## config.mk

```make
export PLATFORM = sky130hd
export DESIGN_NAME = atc_timer
export DESIGN_NICKNAME = d
export VERILOG_FILES = /design/src/logic/atc_pkg.sv /design/src/logic/atc_timer.sv /design/src/logic/atc_hold.sv
export SDC_FILE = /design/constraint.sdc
export NUM_CORES = 1
export LEC_CHECK = 0
export BUFFER_PORTS_ARGS = -buffer_cell sky130_fd_sc_hd__buf_2
export CORE_ASPECT_RATIO = 0.75
export CORE_MARGIN = 2
export CORE_UTILIZATION = 64
export DETAILED_ROUTE_END_ITERATION = 8
export PLACE_DENSITY = 0.84
export REMOVE_ABC_BUFFERS = 1
export SYNTH_ARGS = -nofsm -noshare
export SYNTH_HDL_FRONTEND = slang
export SYNTH_SLANG_ARGS = --single-unit
```

## constraint.sdc

```tcl
create_clock -name clock -period 4.9 [get_ports clock]
set_input_delay 0.245 -clock clock [delete_from_list [all_inputs] [get_ports clock]]
set_output_delay 0.245 -clock clock [all_outputs]
set_load 0.05 [all_outputs]
```

## src/logic/atc_pkg.sv

```systemverilog
// Constants, register map and mode encodings for the asynchronous timer clock block
package atc_pkg;
    // Register offsets
    localparam logic [7:0] ADDR_WAVE = 8'hb0;
    localparam logic [7:0] ADDR_CTRL_B = 8'hb1;
    localparam logic [7:0] ADDR_COUNT = 8'hb2;
    localparam logic [7:0] ADDR_CMP_A = 8'hb3;
    localparam logic [7:0] ADDR_CMP_B = 8'hb4;
    localparam logic [7:0] ADDR_GENERAL = 8'hb5;
    localparam logic [7:0] ADDR_STATUS = 8'hb6;
    localparam logic [7:0] ADDR_FLAGS = 8'hb7;

    // Field layouts and reset values
    localparam logic [7:0] BYTE_ZERO = 8'h00;
    localparam logic [7:0] WAVE_RW_MASK = 8'hf3;
    localparam logic [7:0] CTRL_B_RW_MASK = 8'h07;
    localparam int OUT_A_MODE_LSB = 6;
    localparam int OUT_B_MODE_LSB = 4;
    localparam int STATUS_ASYNC_BIT = 5;
    localparam int GENERAL_PSC_RESET_BIT = 1;
    localparam logic [7:0] COUNT_MAX = 8'hff;
    localparam logic [7:0] COUNT_STEP = 8'h01;

    // Holding register slots; busy flag of slot i sits at status bit i
    localparam int HOLD_COUNT = 0;
    localparam int HOLD_CMP_A = 1;
    localparam int HOLD_CMP_B = 2;
    localparam int HOLD_WAVE = 3;
    localparam int HOLD_CTRL_B = 4;
    localparam int HOLD_NUM = 5;
    localparam logic [1:0] HOLD_LAST_EDGE = 2'h1;
    localparam logic [1:0] HOLD_STEP = 2'h1;

    // Flag positions
    localparam int FLAG_OVF = 0;
    localparam int FLAG_CMP_A = 1;
    localparam int FLAG_CMP_B = 2;
    localparam int FLAG_NUM = 3;

    // Prescaler
    localparam int PSC_W = 10;
    localparam logic [9:0] PSC_STEP = 10'h001;
    localparam logic [9:0] MASK_DIV8 = 10'h007;
    localparam logic [9:0] MASK_DIV32 = 10'h01f;
    localparam logic [9:0] MASK_DIV64 = 10'h03f;
    localparam logic [9:0] MASK_DIV128 = 10'h07f;
    localparam logic [9:0] MASK_DIV256 = 10'h0ff;
    localparam logic [9:0] MASK_DIV1024 = 10'h3ff;

    typedef enum logic [2:0] {
        SEL_STOP = 3'h0,
        SEL_DIV1 = 3'h1,
        SEL_DIV8 = 3'h2,
        SEL_DIV32 = 3'h3,
        SEL_DIV64 = 3'h4,
        SEL_DIV128 = 3'h5,
        SEL_DIV256 = 3'h6,
        SEL_DIV1024 = 3'h7
    } atc_clk_sel_t;

    typedef enum logic [1:0] {
        OUT_DETACHED = 2'h0,
        OUT_TOGGLE = 2'h1,
        OUT_CLEAR = 2'h2,
        OUT_SET = 2'h3
    } atc_out_mode_t;
endpackage

```

## src/logic/atc_timer.sv

```systemverilog
// Timer clock domain logic: holding registers, prescaler, count, compare outputs, flags
`timescale 1ns/1ps
// Functional notes
// - Writes land in a holding register, moved after two oscillator rising edges in async mode, next cycle otherwise.
// - Count, both compares and both controls each own one holding register.
// - Status register shows one update-busy flag per holding register.
// - Compare match is suppressed while count or compare write is pending.
// - Wake-up starts on the timer clock cycle after the interrupt condition.
// - Count reads use a copy refreshed on oscillator edges in async mode, frozen in sleep; every cycle in sync mode.
// - Flags reach the processor three cycles after the timer event.
// - Compare output pins change on the timer clock, unsynchronised.
// - Source is processor clock by default; async select uses oscillator pin.
// - Prescaler offers stop, undivided, 8, 32, 64, 128, 256 and 1024.
// - Prescaler reset bit in general control clears the prescaler.
// - Oscillator runs in async mode except in power-down.
// - Output mode selects detached, toggle, clear or set on match.
// - The two reserved bits of the waveform control register read zero.
module atc_timer (
    input wire logic clock,
    input wire logic reset,
    input wire logic [7:0] reg_addr,
    input wire logic [7:0] reg_wdata,
    input wire logic reg_write,
    input wire logic reg_read,
    output logic [7:0] reg_rdata,
    input wire logic osc_in_pin,
    input wire logic sleep_power_save,
    input wire logic sleep_power_down,
    output logic osc_pins_detached,
    output logic osc_enable,
    output logic out_a_pin,
    output logic out_a_oe,
    output logic out_b_pin,
    output logic out_b_oe,
    output logic wake_request,
    output logic [2:0] irq_flags
);
    typedef struct packed {
        logic osc_s1;
        logic osc_s2;
        logic osc_s3;
        logic osc_lvl;
        logic async_sel;
        logic osc_en;
        logic [7:0] wave;
        logic [2:0] clk_sel;
        logic [7:0] count;
        logic [7:0] count_copy;
        logic [7:0] cmp_a;
        logic [7:0] cmp_b;
        logic [9:0] psc;
        logic [2:0] pipe0;
        logic [2:0] pipe1;
        logic [2:0] flags;
        logic out_a;
        logic out_b;
        logic oe_a;
        logic oe_b;
        logic wake_pending;
        logic wake;
        logic [7:0] rdata;
    } atc_state_t;

    atc_state_t st_reg;
    atc_state_t st_next;

    logic osc_edge;
    logic source_tick;
    logic [9:0] tap_mask;
    logic tick;
    logic match_a;
    logic match_b;
    logic [2:0] evt;
    logic psc_reset_write;
    logic [2:0] flag_clear;
    logic [4:0] write_req;
    logic [7:0] hold_data [5];
    logic [4:0] busy;
    logic [4:0] load;
    logic [7:0] slot_addr [5];
    atc_pkg::atc_out_mode_t mode_a;
    atc_pkg::atc_out_mode_t mode_b;

    // Filtered oscillator edge: second and third stages must agree
    assign osc_edge = (st_reg.osc_s2 == st_reg.osc_s3) && st_reg.osc_s3 && !st_reg.osc_lvl;
    // Source clock is the processor clock unless async is selected
    assign source_tick = st_reg.async_sel ? osc_edge : 1'b1;

    // Prescaler tap selection
    always_comb begin
        tap_mask = atc_pkg::MASK_DIV8;
        tick = 1'b0;
        case (atc_pkg::atc_clk_sel_t'(st_reg.clk_sel))
            atc_pkg::SEL_STOP: tap_mask = atc_pkg::MASK_DIV8;
            atc_pkg::SEL_DIV1: tap_mask = '0;
            atc_pkg::SEL_DIV8: tap_mask = atc_pkg::MASK_DIV8;
            atc_pkg::SEL_DIV32: tap_mask = atc_pkg::MASK_DIV32;
            atc_pkg::SEL_DIV64: tap_mask = atc_pkg::MASK_DIV64;
            atc_pkg::SEL_DIV128: tap_mask = atc_pkg::MASK_DIV128;
            atc_pkg::SEL_DIV256: tap_mask = atc_pkg::MASK_DIV256;
            atc_pkg::SEL_DIV1024: tap_mask = atc_pkg::MASK_DIV1024;
            default: tap_mask = atc_pkg::MASK_DIV8;
        endcase
        if (st_reg.clk_sel != atc_pkg::SEL_STOP) begin
            tick = source_tick && ((st_reg.psc & tap_mask) == tap_mask);
        end
    end

    // Compare match is blocked while count or compare transfer is pending
    assign match_a = tick && (st_reg.count == st_reg.cmp_a)
        && !busy[atc_pkg::HOLD_COUNT] && !busy[atc_pkg::HOLD_CMP_A];
    assign match_b = tick && (st_reg.count == st_reg.cmp_b)
        && !busy[atc_pkg::HOLD_COUNT] && !busy[atc_pkg::HOLD_CMP_B];
    assign evt[atc_pkg::FLAG_OVF] = tick && !load[atc_pkg::HOLD_COUNT] && (st_reg.count == atc_pkg::COUNT_MAX);
    assign evt[atc_pkg::FLAG_CMP_A] = match_a;
    assign evt[atc_pkg::FLAG_CMP_B] = match_b;

    assign mode_a = atc_pkg::atc_out_mode_t'(st_reg.wave[atc_pkg::OUT_A_MODE_LSB +: 2]);
    assign mode_b = atc_pkg::atc_out_mode_t'(st_reg.wave[atc_pkg::OUT_B_MODE_LSB +: 2]);

    // Write decode for side effects
    assign psc_reset_write = reg_write && (reg_addr == atc_pkg::ADDR_GENERAL)
        && reg_wdata[atc_pkg::GENERAL_PSC_RESET_BIT];
    assign flag_clear = (reg_write && (reg_addr == atc_pkg::ADDR_FLAGS)) ? reg_wdata[2:0] : 3'h0;

    // Slot addresses of the five holding registers
    assign slot_addr[atc_pkg::HOLD_COUNT] = atc_pkg::ADDR_COUNT;
    assign slot_addr[atc_pkg::HOLD_CMP_A] = atc_pkg::ADDR_CMP_A;
    assign slot_addr[atc_pkg::HOLD_CMP_B] = atc_pkg::ADDR_CMP_B;
    assign slot_addr[atc_pkg::HOLD_WAVE] = atc_pkg::ADDR_WAVE;
    assign slot_addr[atc_pkg::HOLD_CTRL_B] = atc_pkg::ADDR_CTRL_B;

    // One independent holding register per asynchronously updated register
    for (genvar i = 0; i < atc_pkg::HOLD_NUM; i++) begin : g_hold
        assign write_req[i] = reg_write && (reg_addr == slot_addr[i]);
        atc_hold u_hold (
            .clock(clock),
            .reset(reset),
            .write_req(write_req[i]),
            .write_data(reg_wdata),
            .osc_edge(osc_edge),
            .async_mode(st_reg.async_sel),
            .hold_data(hold_data[i]),
            .busy(busy[i]),
            .load(load[i])
        );
    end

    // Next-state logic
    always_comb begin
        st_next = st_reg;
        // Oscillator pin synchroniser
        st_next.osc_s1 = osc_in_pin;
        st_next.osc_s2 = st_reg.osc_s1;
        st_next.osc_s3 = st_reg.osc_s2;
        if (st_reg.osc_s2 == st_reg.osc_s3) begin
            st_next.osc_lvl = st_reg.osc_s3;
        end
        // Prescaler, cleared by software for a known phase
        if (psc_reset_write) begin
            st_next.psc = '0;
        end else if (source_tick) begin
            st_next.psc = st_reg.psc + atc_pkg::PSC_STEP;
        end
        // Transfers from holding registers into destinations
        if (load[atc_pkg::HOLD_WAVE]) begin
            st_next.wave = hold_data[atc_pkg::HOLD_WAVE] & atc_pkg::WAVE_RW_MASK;
        end
        if (load[atc_pkg::HOLD_CTRL_B]) begin
            st_next.clk_sel = hold_data[atc_pkg::HOLD_CTRL_B][2:0];
        end
        if (load[atc_pkg::HOLD_CMP_A]) begin
            st_next.cmp_a = hold_data[atc_pkg::HOLD_CMP_A];
        end
        if (load[atc_pkg::HOLD_CMP_B]) begin
            st_next.cmp_b = hold_data[atc_pkg::HOLD_CMP_B];
        end
        // Counter: a transferred write wins over counting
        if (load[atc_pkg::HOLD_COUNT]) begin
            st_next.count = hold_data[atc_pkg::HOLD_COUNT];
        end else if (tick) begin
            st_next.count = st_reg.count + atc_pkg::COUNT_STEP;
        end
        // Compare outputs switch directly on the timer tick
        if (match_a) begin
            case (mode_a)
                atc_pkg::OUT_DETACHED: st_next.out_a = st_reg.out_a;
                atc_pkg::OUT_TOGGLE: st_next.out_a = !st_reg.out_a;
                atc_pkg::OUT_CLEAR: st_next.out_a = 1'b0;
                atc_pkg::OUT_SET: st_next.out_a = 1'b1;
                default: st_next.out_a = st_reg.out_a;
            endcase
        end
        if (match_b) begin
            case (mode_b)
                atc_pkg::OUT_DETACHED: st_next.out_b = st_reg.out_b;
                atc_pkg::OUT_TOGGLE: st_next.out_b = !st_reg.out_b;
                atc_pkg::OUT_CLEAR: st_next.out_b = 1'b0;
                atc_pkg::OUT_SET: st_next.out_b = 1'b1;
                default: st_next.out_b = st_reg.out_b;
            endcase
        end
        st_next.oe_a = (mode_a != atc_pkg::OUT_DETACHED);
        st_next.oe_b = (mode_b != atc_pkg::OUT_DETACHED);
        // Flag synchroniser; a new event wins over a clear
        st_next.pipe0 = evt;
        st_next.pipe1 = st_reg.pipe0;
        st_next.flags = (st_reg.flags & ~flag_clear) | st_reg.pipe1;
        // Readable count copy, refreshed every cycle in sync mode, on oscillator edges outside power-save in async mode
        if (!st_reg.async_sel) begin
            st_next.count_copy = st_reg.count;
        end else if (osc_edge && !sleep_power_save) begin
            st_next.count_copy = st_reg.count;
        end
        // Wake-up starts on the timer cycle after the condition
        if (!sleep_power_save) begin
            st_next.wake_pending = 1'b0;
            st_next.wake = 1'b0;
        end else begin
            if (|evt) begin
                st_next.wake_pending = 1'b1;
            end
            if (st_reg.wake_pending && source_tick) begin
                st_next.wake = 1'b1;
            end
        end
        // Oscillator runs in async mode unless powered down
        st_next.osc_en = st_reg.async_sel && !sleep_power_down;
        if (reg_write && (reg_addr == atc_pkg::ADDR_STATUS)) begin
            st_next.async_sel = reg_wdata[atc_pkg::STATUS_ASYNC_BIT];
        end
        // Read data, valid only in the cycle after the read strobe
        st_next.rdata = atc_pkg::BYTE_ZERO;
        if (reg_read) begin
            case (reg_addr)
                atc_pkg::ADDR_WAVE: st_next.rdata = st_reg.wave & atc_pkg::WAVE_RW_MASK;
                atc_pkg::ADDR_CTRL_B: st_next.rdata = {5'h00, st_reg.clk_sel};
                atc_pkg::ADDR_COUNT: st_next.rdata = st_reg.count_copy;
                atc_pkg::ADDR_CMP_A: st_next.rdata = st_reg.cmp_a;
                atc_pkg::ADDR_CMP_B: st_next.rdata = st_reg.cmp_b;
                atc_pkg::ADDR_STATUS: st_next.rdata = {2'h0, st_reg.async_sel, busy};
                atc_pkg::ADDR_FLAGS: st_next.rdata = {5'h00, st_reg.flags};
                default: st_next.rdata = atc_pkg::BYTE_ZERO;
            endcase
        end
    end

    // State register
    always_ff @(posedge clock) begin
        if (reset) begin
            st_reg <= '0;
        end else begin
            st_reg <= st_next;
        end
    end

    // Outputs straight from flops
    assign reg_rdata = st_reg.rdata;
    assign osc_pins_detached = st_reg.async_sel;
    assign osc_enable = st_reg.osc_en;
    assign out_a_pin = st_reg.out_a;
    assign out_a_oe = st_reg.oe_a;
    assign out_b_pin = st_reg.out_b;
    assign out_b_oe = st_reg.oe_b;
    assign wake_request = st_reg.wake;
    assign irq_flags = st_reg.flags;

    property p_busy_set;
        @(posedge clock) disable iff (reset)
        (reg_write && reg_addr == atc_pkg::ADDR_CMP_A) |=> busy[1];
    endproperty
    a_busy_set: assert property (p_busy_set) else $error("busy flag not set by write");

    property p_separate_slots;
        @(posedge clock) disable iff (reset)
        (reg_write && reg_addr == atc_pkg::ADDR_CMP_A && st_reg.async_sel && busy[2] && !load[2] && !osc_edge)
            |=> (busy[2] && $stable(hold_data[2]));
    endproperty
    a_separate_slots: assert property (p_separate_slots) else $error("write disturbed other slot");

    property p_match_gate;
        @(posedge clock) disable iff (reset)
        (busy[atc_pkg::HOLD_COUNT] || busy[atc_pkg::HOLD_CMP_A]) |=> !st_reg.pipe0[atc_pkg::FLAG_CMP_A];
    endproperty
    a_match_gate: assert property (p_match_gate) else $error("match while write pending");

    property p_flag_sync;
        @(posedge clock) disable iff (reset)
        evt[0] |-> ##3 irq_flags[0];
    endproperty
    a_flag_sync: assert property (p_flag_sync) else $error("overflow flag not set after three cycles");

    property p_reserved_zero;
        @(posedge clock) disable iff (reset)
        (reg_read && reg_addr == atc_pkg::ADDR_WAVE) |=> (reg_rdata[3:2] == 2'h0);
    endproperty
    a_reserved_zero: assert property (p_reserved_zero) else $error("reserved bits read nonzero");

    property p_psc_reset;
        @(posedge clock) disable iff (reset)
        psc_reset_write |=> (st_reg.psc == 10'h000);
    endproperty
    a_psc_reset: assert property (p_psc_reset) else $error("prescaler not cleared");

    property p_out_on_tick;
        @(posedge clock) disable iff (reset)
        !$stable(out_a_pin) |-> $past(tick);
    endproperty
    a_out_on_tick: assert property (p_out_on_tick) else $error("output changed off timer tick");

    property p_out_clear;
        @(posedge clock) disable iff (reset)
        (match_a && mode_a == atc_pkg::OUT_CLEAR) |=> !out_a_pin;
    endproperty
    a_out_clear: assert property (p_out_clear) else $error("clear on match failed");

    property p_copy_hold;
        @(posedge clock) disable iff (reset)
        (st_reg.async_sel && (!osc_edge || sleep_power_save)) |=> $stable(st_reg.count_copy);
    endproperty
    a_copy_hold: assert property (p_copy_hold) else $error("count copy changed without edge");

    property p_wake_tick;
        @(posedge clock) disable iff (reset)
        $rose(wake_request) |-> ($past(source_tick) && $past(st_reg.wake_pending));
    endproperty
    a_wake_tick: assert property (p_wake_tick) else $error("wake-up not on timer cycle");

    property p_osc_run;
        @(posedge clock) disable iff (reset)
        (st_reg.async_sel && !sleep_power_down) |=> osc_enable;
    endproperty
    a_osc_run: assert property (p_osc_run) else $error("oscillator stopped in async mode");
endmodule

```

## src/logic/atc_hold.sv

```systemverilog
// One holding register with its update-busy flag and two-edge transfer in async mode
`timescale 1ns/1ps
module atc_hold (
    input wire logic clock,
    input wire logic reset,
    input wire logic write_req,
    input wire logic [7:0] write_data,
    input wire logic osc_edge,
    input wire logic async_mode,
    output logic [7:0] hold_data,
    output logic busy,
    output logic load
);
    typedef struct packed {
        logic [7:0] hold;
        logic busy;
        logic [1:0] stage;
        logic load;
    } atc_hold_state_t;

    atc_hold_state_t st_reg;
    atc_hold_state_t st_next;

    // Capture on write, transfer next cycle in sync mode or after the second oscillator edge in async mode
    always_comb begin
        st_next = st_reg;
        st_next.load = 1'b0;
        if (write_req) begin
            st_next.hold = write_data;
            st_next.busy = 1'b1;
            st_next.stage = 2'h0;
        end else if (st_reg.busy) begin
            if (!async_mode) begin
                st_next.busy = 1'b0;
                st_next.load = 1'b1;
            end else if (osc_edge) begin
                if (st_reg.stage == atc_pkg::HOLD_LAST_EDGE) begin
                    st_next.busy = 1'b0;
                    st_next.load = 1'b1;
                    st_next.stage = 2'h0;
                end else begin
                    st_next.stage = st_reg.stage + atc_pkg::HOLD_STEP;
                end
            end
        end
    end

    // State register
    always_ff @(posedge clock) begin
        if (reset) begin
            st_reg <= '0;
        end else begin
            st_reg <= st_next;
        end
    end

    assign hold_data = st_reg.hold;
    assign busy = st_reg.busy;
    assign load = st_reg.load;

    property p_two_edges;
        @(posedge clock) disable iff (reset)
        (st_reg.load && $past(async_mode)) |-> ($past(osc_edge) && $past(st_reg.stage) == 2'h1);
    endproperty
    a_two_edges: assert property (p_two_edges) else $error("transfer without two oscillator edges");
endmodule

```

==> results.cfg <==
[sta]
report.final.slew_viol_count = 0
setup_viol = 0
fin_skew_ps = 12.9
clock.fmax_mhz = 423
fin_ws_ps = 2540
worstMarginPinSlew_ps = 964
final_hold_viol_count = 0
min_period_over_period = 0.482
fin_crit_ps = 2360
maxSlewHeadroom = 0.353
finalSetupTns_ps = 0
rsz0062_at_grt = no

[synth]
yosysWarnings = 0
ys_ff_latch = 139
async_reset_ff_frac = 0
yosysSeqAreaShare = 0.479
netlist_area_sq_um = 5810
synth_cell_type_count = 51
avgSynthCellArea_sq_um = 9.03
syn_inst = 643
synth_edf_count = 0
ys.flop_type = dfxtp_1

[global_routing]
grt_max_degree = 57
grt_pass1_vias = 4350
grt_usage = 0.300
antenna_found_initial = 0
gr-total-overflow = 0
grt_pass1_wl_um = 22300

[route]
first_iter_violations = 647
wl_per_cell_um = 18.3
via_count = 4729
drc = 0
dr.pass1.iters = 6
routed_wl_um = 14300
viasPerCell = 6.08
antenna_left = 0

[die]
start_util = 0.650
pin_count = 41
die-area_sq_um = 9860
rows = 30
die_h_um = 86.5
die_w_um = 114
core_sq_um = 8930

[clock_network]
clockBufferDepth = 2
clkSlewWorstSetupHoldPaths_ps = 60
numCtsBuffers = 17
clk_latency_ps = 420
cts_root_buf = clkbuf_16
post_cts_buffers = 0
cts_tree = done
cts-hold-fix-buffers = 1
htreeDepth = 4
clock_sinks = 139
cts.repair.resized = 0

[critical_path]
cp-end-kind = flip-flop
r2r-start = st_reg[79]
slowest_stage = a22oi_1
path_cells = ha_1 -> nand2b_1 -> a22oi_1 -> nand4_1 -> or3_1 -> a311oi_1
crit_arrival_ps = 2680
crit_type = reg2reg
start_kind = flip-flop
cp_max_fo = 15
cpPeakStageDelay_ps = 460
cp_top_family = simple AND/OR/NAND/NOR gates
critPathLaunch = st_reg[79]
crit_required_ps = 5220
critical_path_buf_inv_count = 0

[power_and_ir_drop]
p_leak_nw = 2.59
vdd_drop_max_uv = 434
p_per_area_nw_per_um2 = 373

[cells_and_area]
largest_reg_flops = 53
antennaDiodeCount = 0
syn_to_final_growth_pct = 12.0
fin_nets = 681
drive_above_1_share = 0.131
fin_util = 0.728

[place]
pre_cts_slack_ps = 2590
dp_hpwl_um = 9710
place.gp.congestion = 0.897
io_buffers = 40

[min_path]
min_from = osc_in_pin
min_path_type = in2reg

[outcome]
status = finished clean

[run]
maxCapViolCount = 0
==> layout by cell type (no fill, tap or decap), types with 3 or more instances in the layout <==
| cell type | instances |
|---|---|
| nand2_1 | 70 |
| inv_1 | 11 |
| clkbuf_16 | 17 |
| buf_2 | 39 |
| ha_1 | 3 |
| nor3_1 | 13 |
| a21oi_1 | 38 |
| nor2_1 | 86 |
| nand3_1 | 10 |
| and3_1 | 10 |
| a22o_1 | 4 |
| mux2_2 | 7 |
| mux2i_1 | 49 |
| and2_1 | 5 |
| a22oi_1 | 11 |
| o211ai_1 | 4 |
| or4_1 | 4 |
| nand4_1 | 9 |
| xor2_1 | 11 |
| nor4_1 | 3 |
| buf_4 | 3 |
| a311oi_1 | 6 |
| or2_2 | 3 |
| nand2b_1 | 7 |
| or3_1 | 7 |
| o21ai_0 | 13 |
| dfxtp_1 | 139 |
| xnor2_1 | 21 |
| clkinv_2 | 6 |
| o211a_1 | 3 |
| nor4b_1 | 4 |
| nor2b_1 | 16 |
==> worst reg2reg max path, cell delays in order, from the launching register on <==
cell and delay [ps]:
dfxtp_1 330, ha_1 140, nand2b_1 320, a22oi_1 460
nand4_1 300, or3_1 440, a311oi_1 280
==> synth_stat cells, drive strengths merged, types with 11 or more instances <==
cell	n	share of area
a21oi	38	0.033
a22oi	11	0.014
buf	12	0.015
clkbuf	38	0.025
dfxtp	139	0.48
inv	11	0.0071
mux2i	49	0.084
nand2	70	0.045
nand3	12	0.012
nor2	86	0.056
nor2b	16	0.017
nor3	13	0.011
o21ai	14	0.012
xnor2	21	0.032
xor2	11	0.017
==> power by group <==
| part | switching (mW) | internal (mW) | leakage (nW) |
|---|---|---|---|
| Combinational | 0.0526 | 0.0204 | 1.19 |
| Clock | 0.451 | 0.763 | 0.278 |
| Sequential | 0.00581 | 1.14 | 1.12 |
| Total | 0.509 | 1.92 | 2.59 |
==> area by class of cell <==
cell class	count	area, sq um
flip-flops and latches	139	2780
multi-input cells	442	2750
fillers	642	2430
clock buffers	21	460
repair buffers	43	228
well taps	112	140
clock inverters	9	97.6
inverters	12	45.0
==> cells by family (layout without fill, tap and decap cells) <==
group | Yosys count | after routing | share of synthesized area
AO/OA/AOI/OAI | 94 | 94 | 0.107
XOR/XNOR | 32 | 32 | 0.0482
adder cells (fa/ha/maj) | 3 | 3 | 0.00646
buffers and inverters | 62 | 85 | 0.0472
flip-flops | 139 | 139 | 0.479
multiplexers | 56 | 56 | 0.0980
AND/OR/NAND/NOR | 257 | 257 | 0.214
==> metal layers <==
metal / wire, um / share of wire / GRT usage / vias to the layer above
met1: 6310 / 0.44 / 0.413 / 2238
li1: - / - / - / 2221
met2: 6400 / 0.45 / 0.465 / 236
met3: 1320 / 0.093 / 0.0804 / 34
met4: 230 / 0.016 / 0.0909 / 0
met5: 0 / 0 / 0 / -
==> stage by stage <==
| stage | cell area [sq um] | total power, mW | hold WS [ps] | cells |
|---|---|---|---|---|
| final | 6510 | 2.43 | 51.6 | 778 |
| after floorplan | 5580 | 1.19 | 314 | 593 |
| after detailed placement | 5940 | 1.24 | 405 | 747 |
| after CTS | 6510 | 2.43 | 40.4 | 778 |
| after global routing | 6510 | 2.49 | 42.6 | 778 |
| after global placement | 5940 | 1.23 | 403 | 747 |
==> path summary, 6_finish.rpt <==
check / endpoint / slack [ps] / cells past startpoint
max: st_reg[64] / 2540 / 6
min: st_next[80] / 50 / 2
max reg2reg: st_reg[64] / 2540 / 6
min reg2reg: st_next[79] / 430 / 1
No activity file was read; power rests on OpenSTA's default activity.
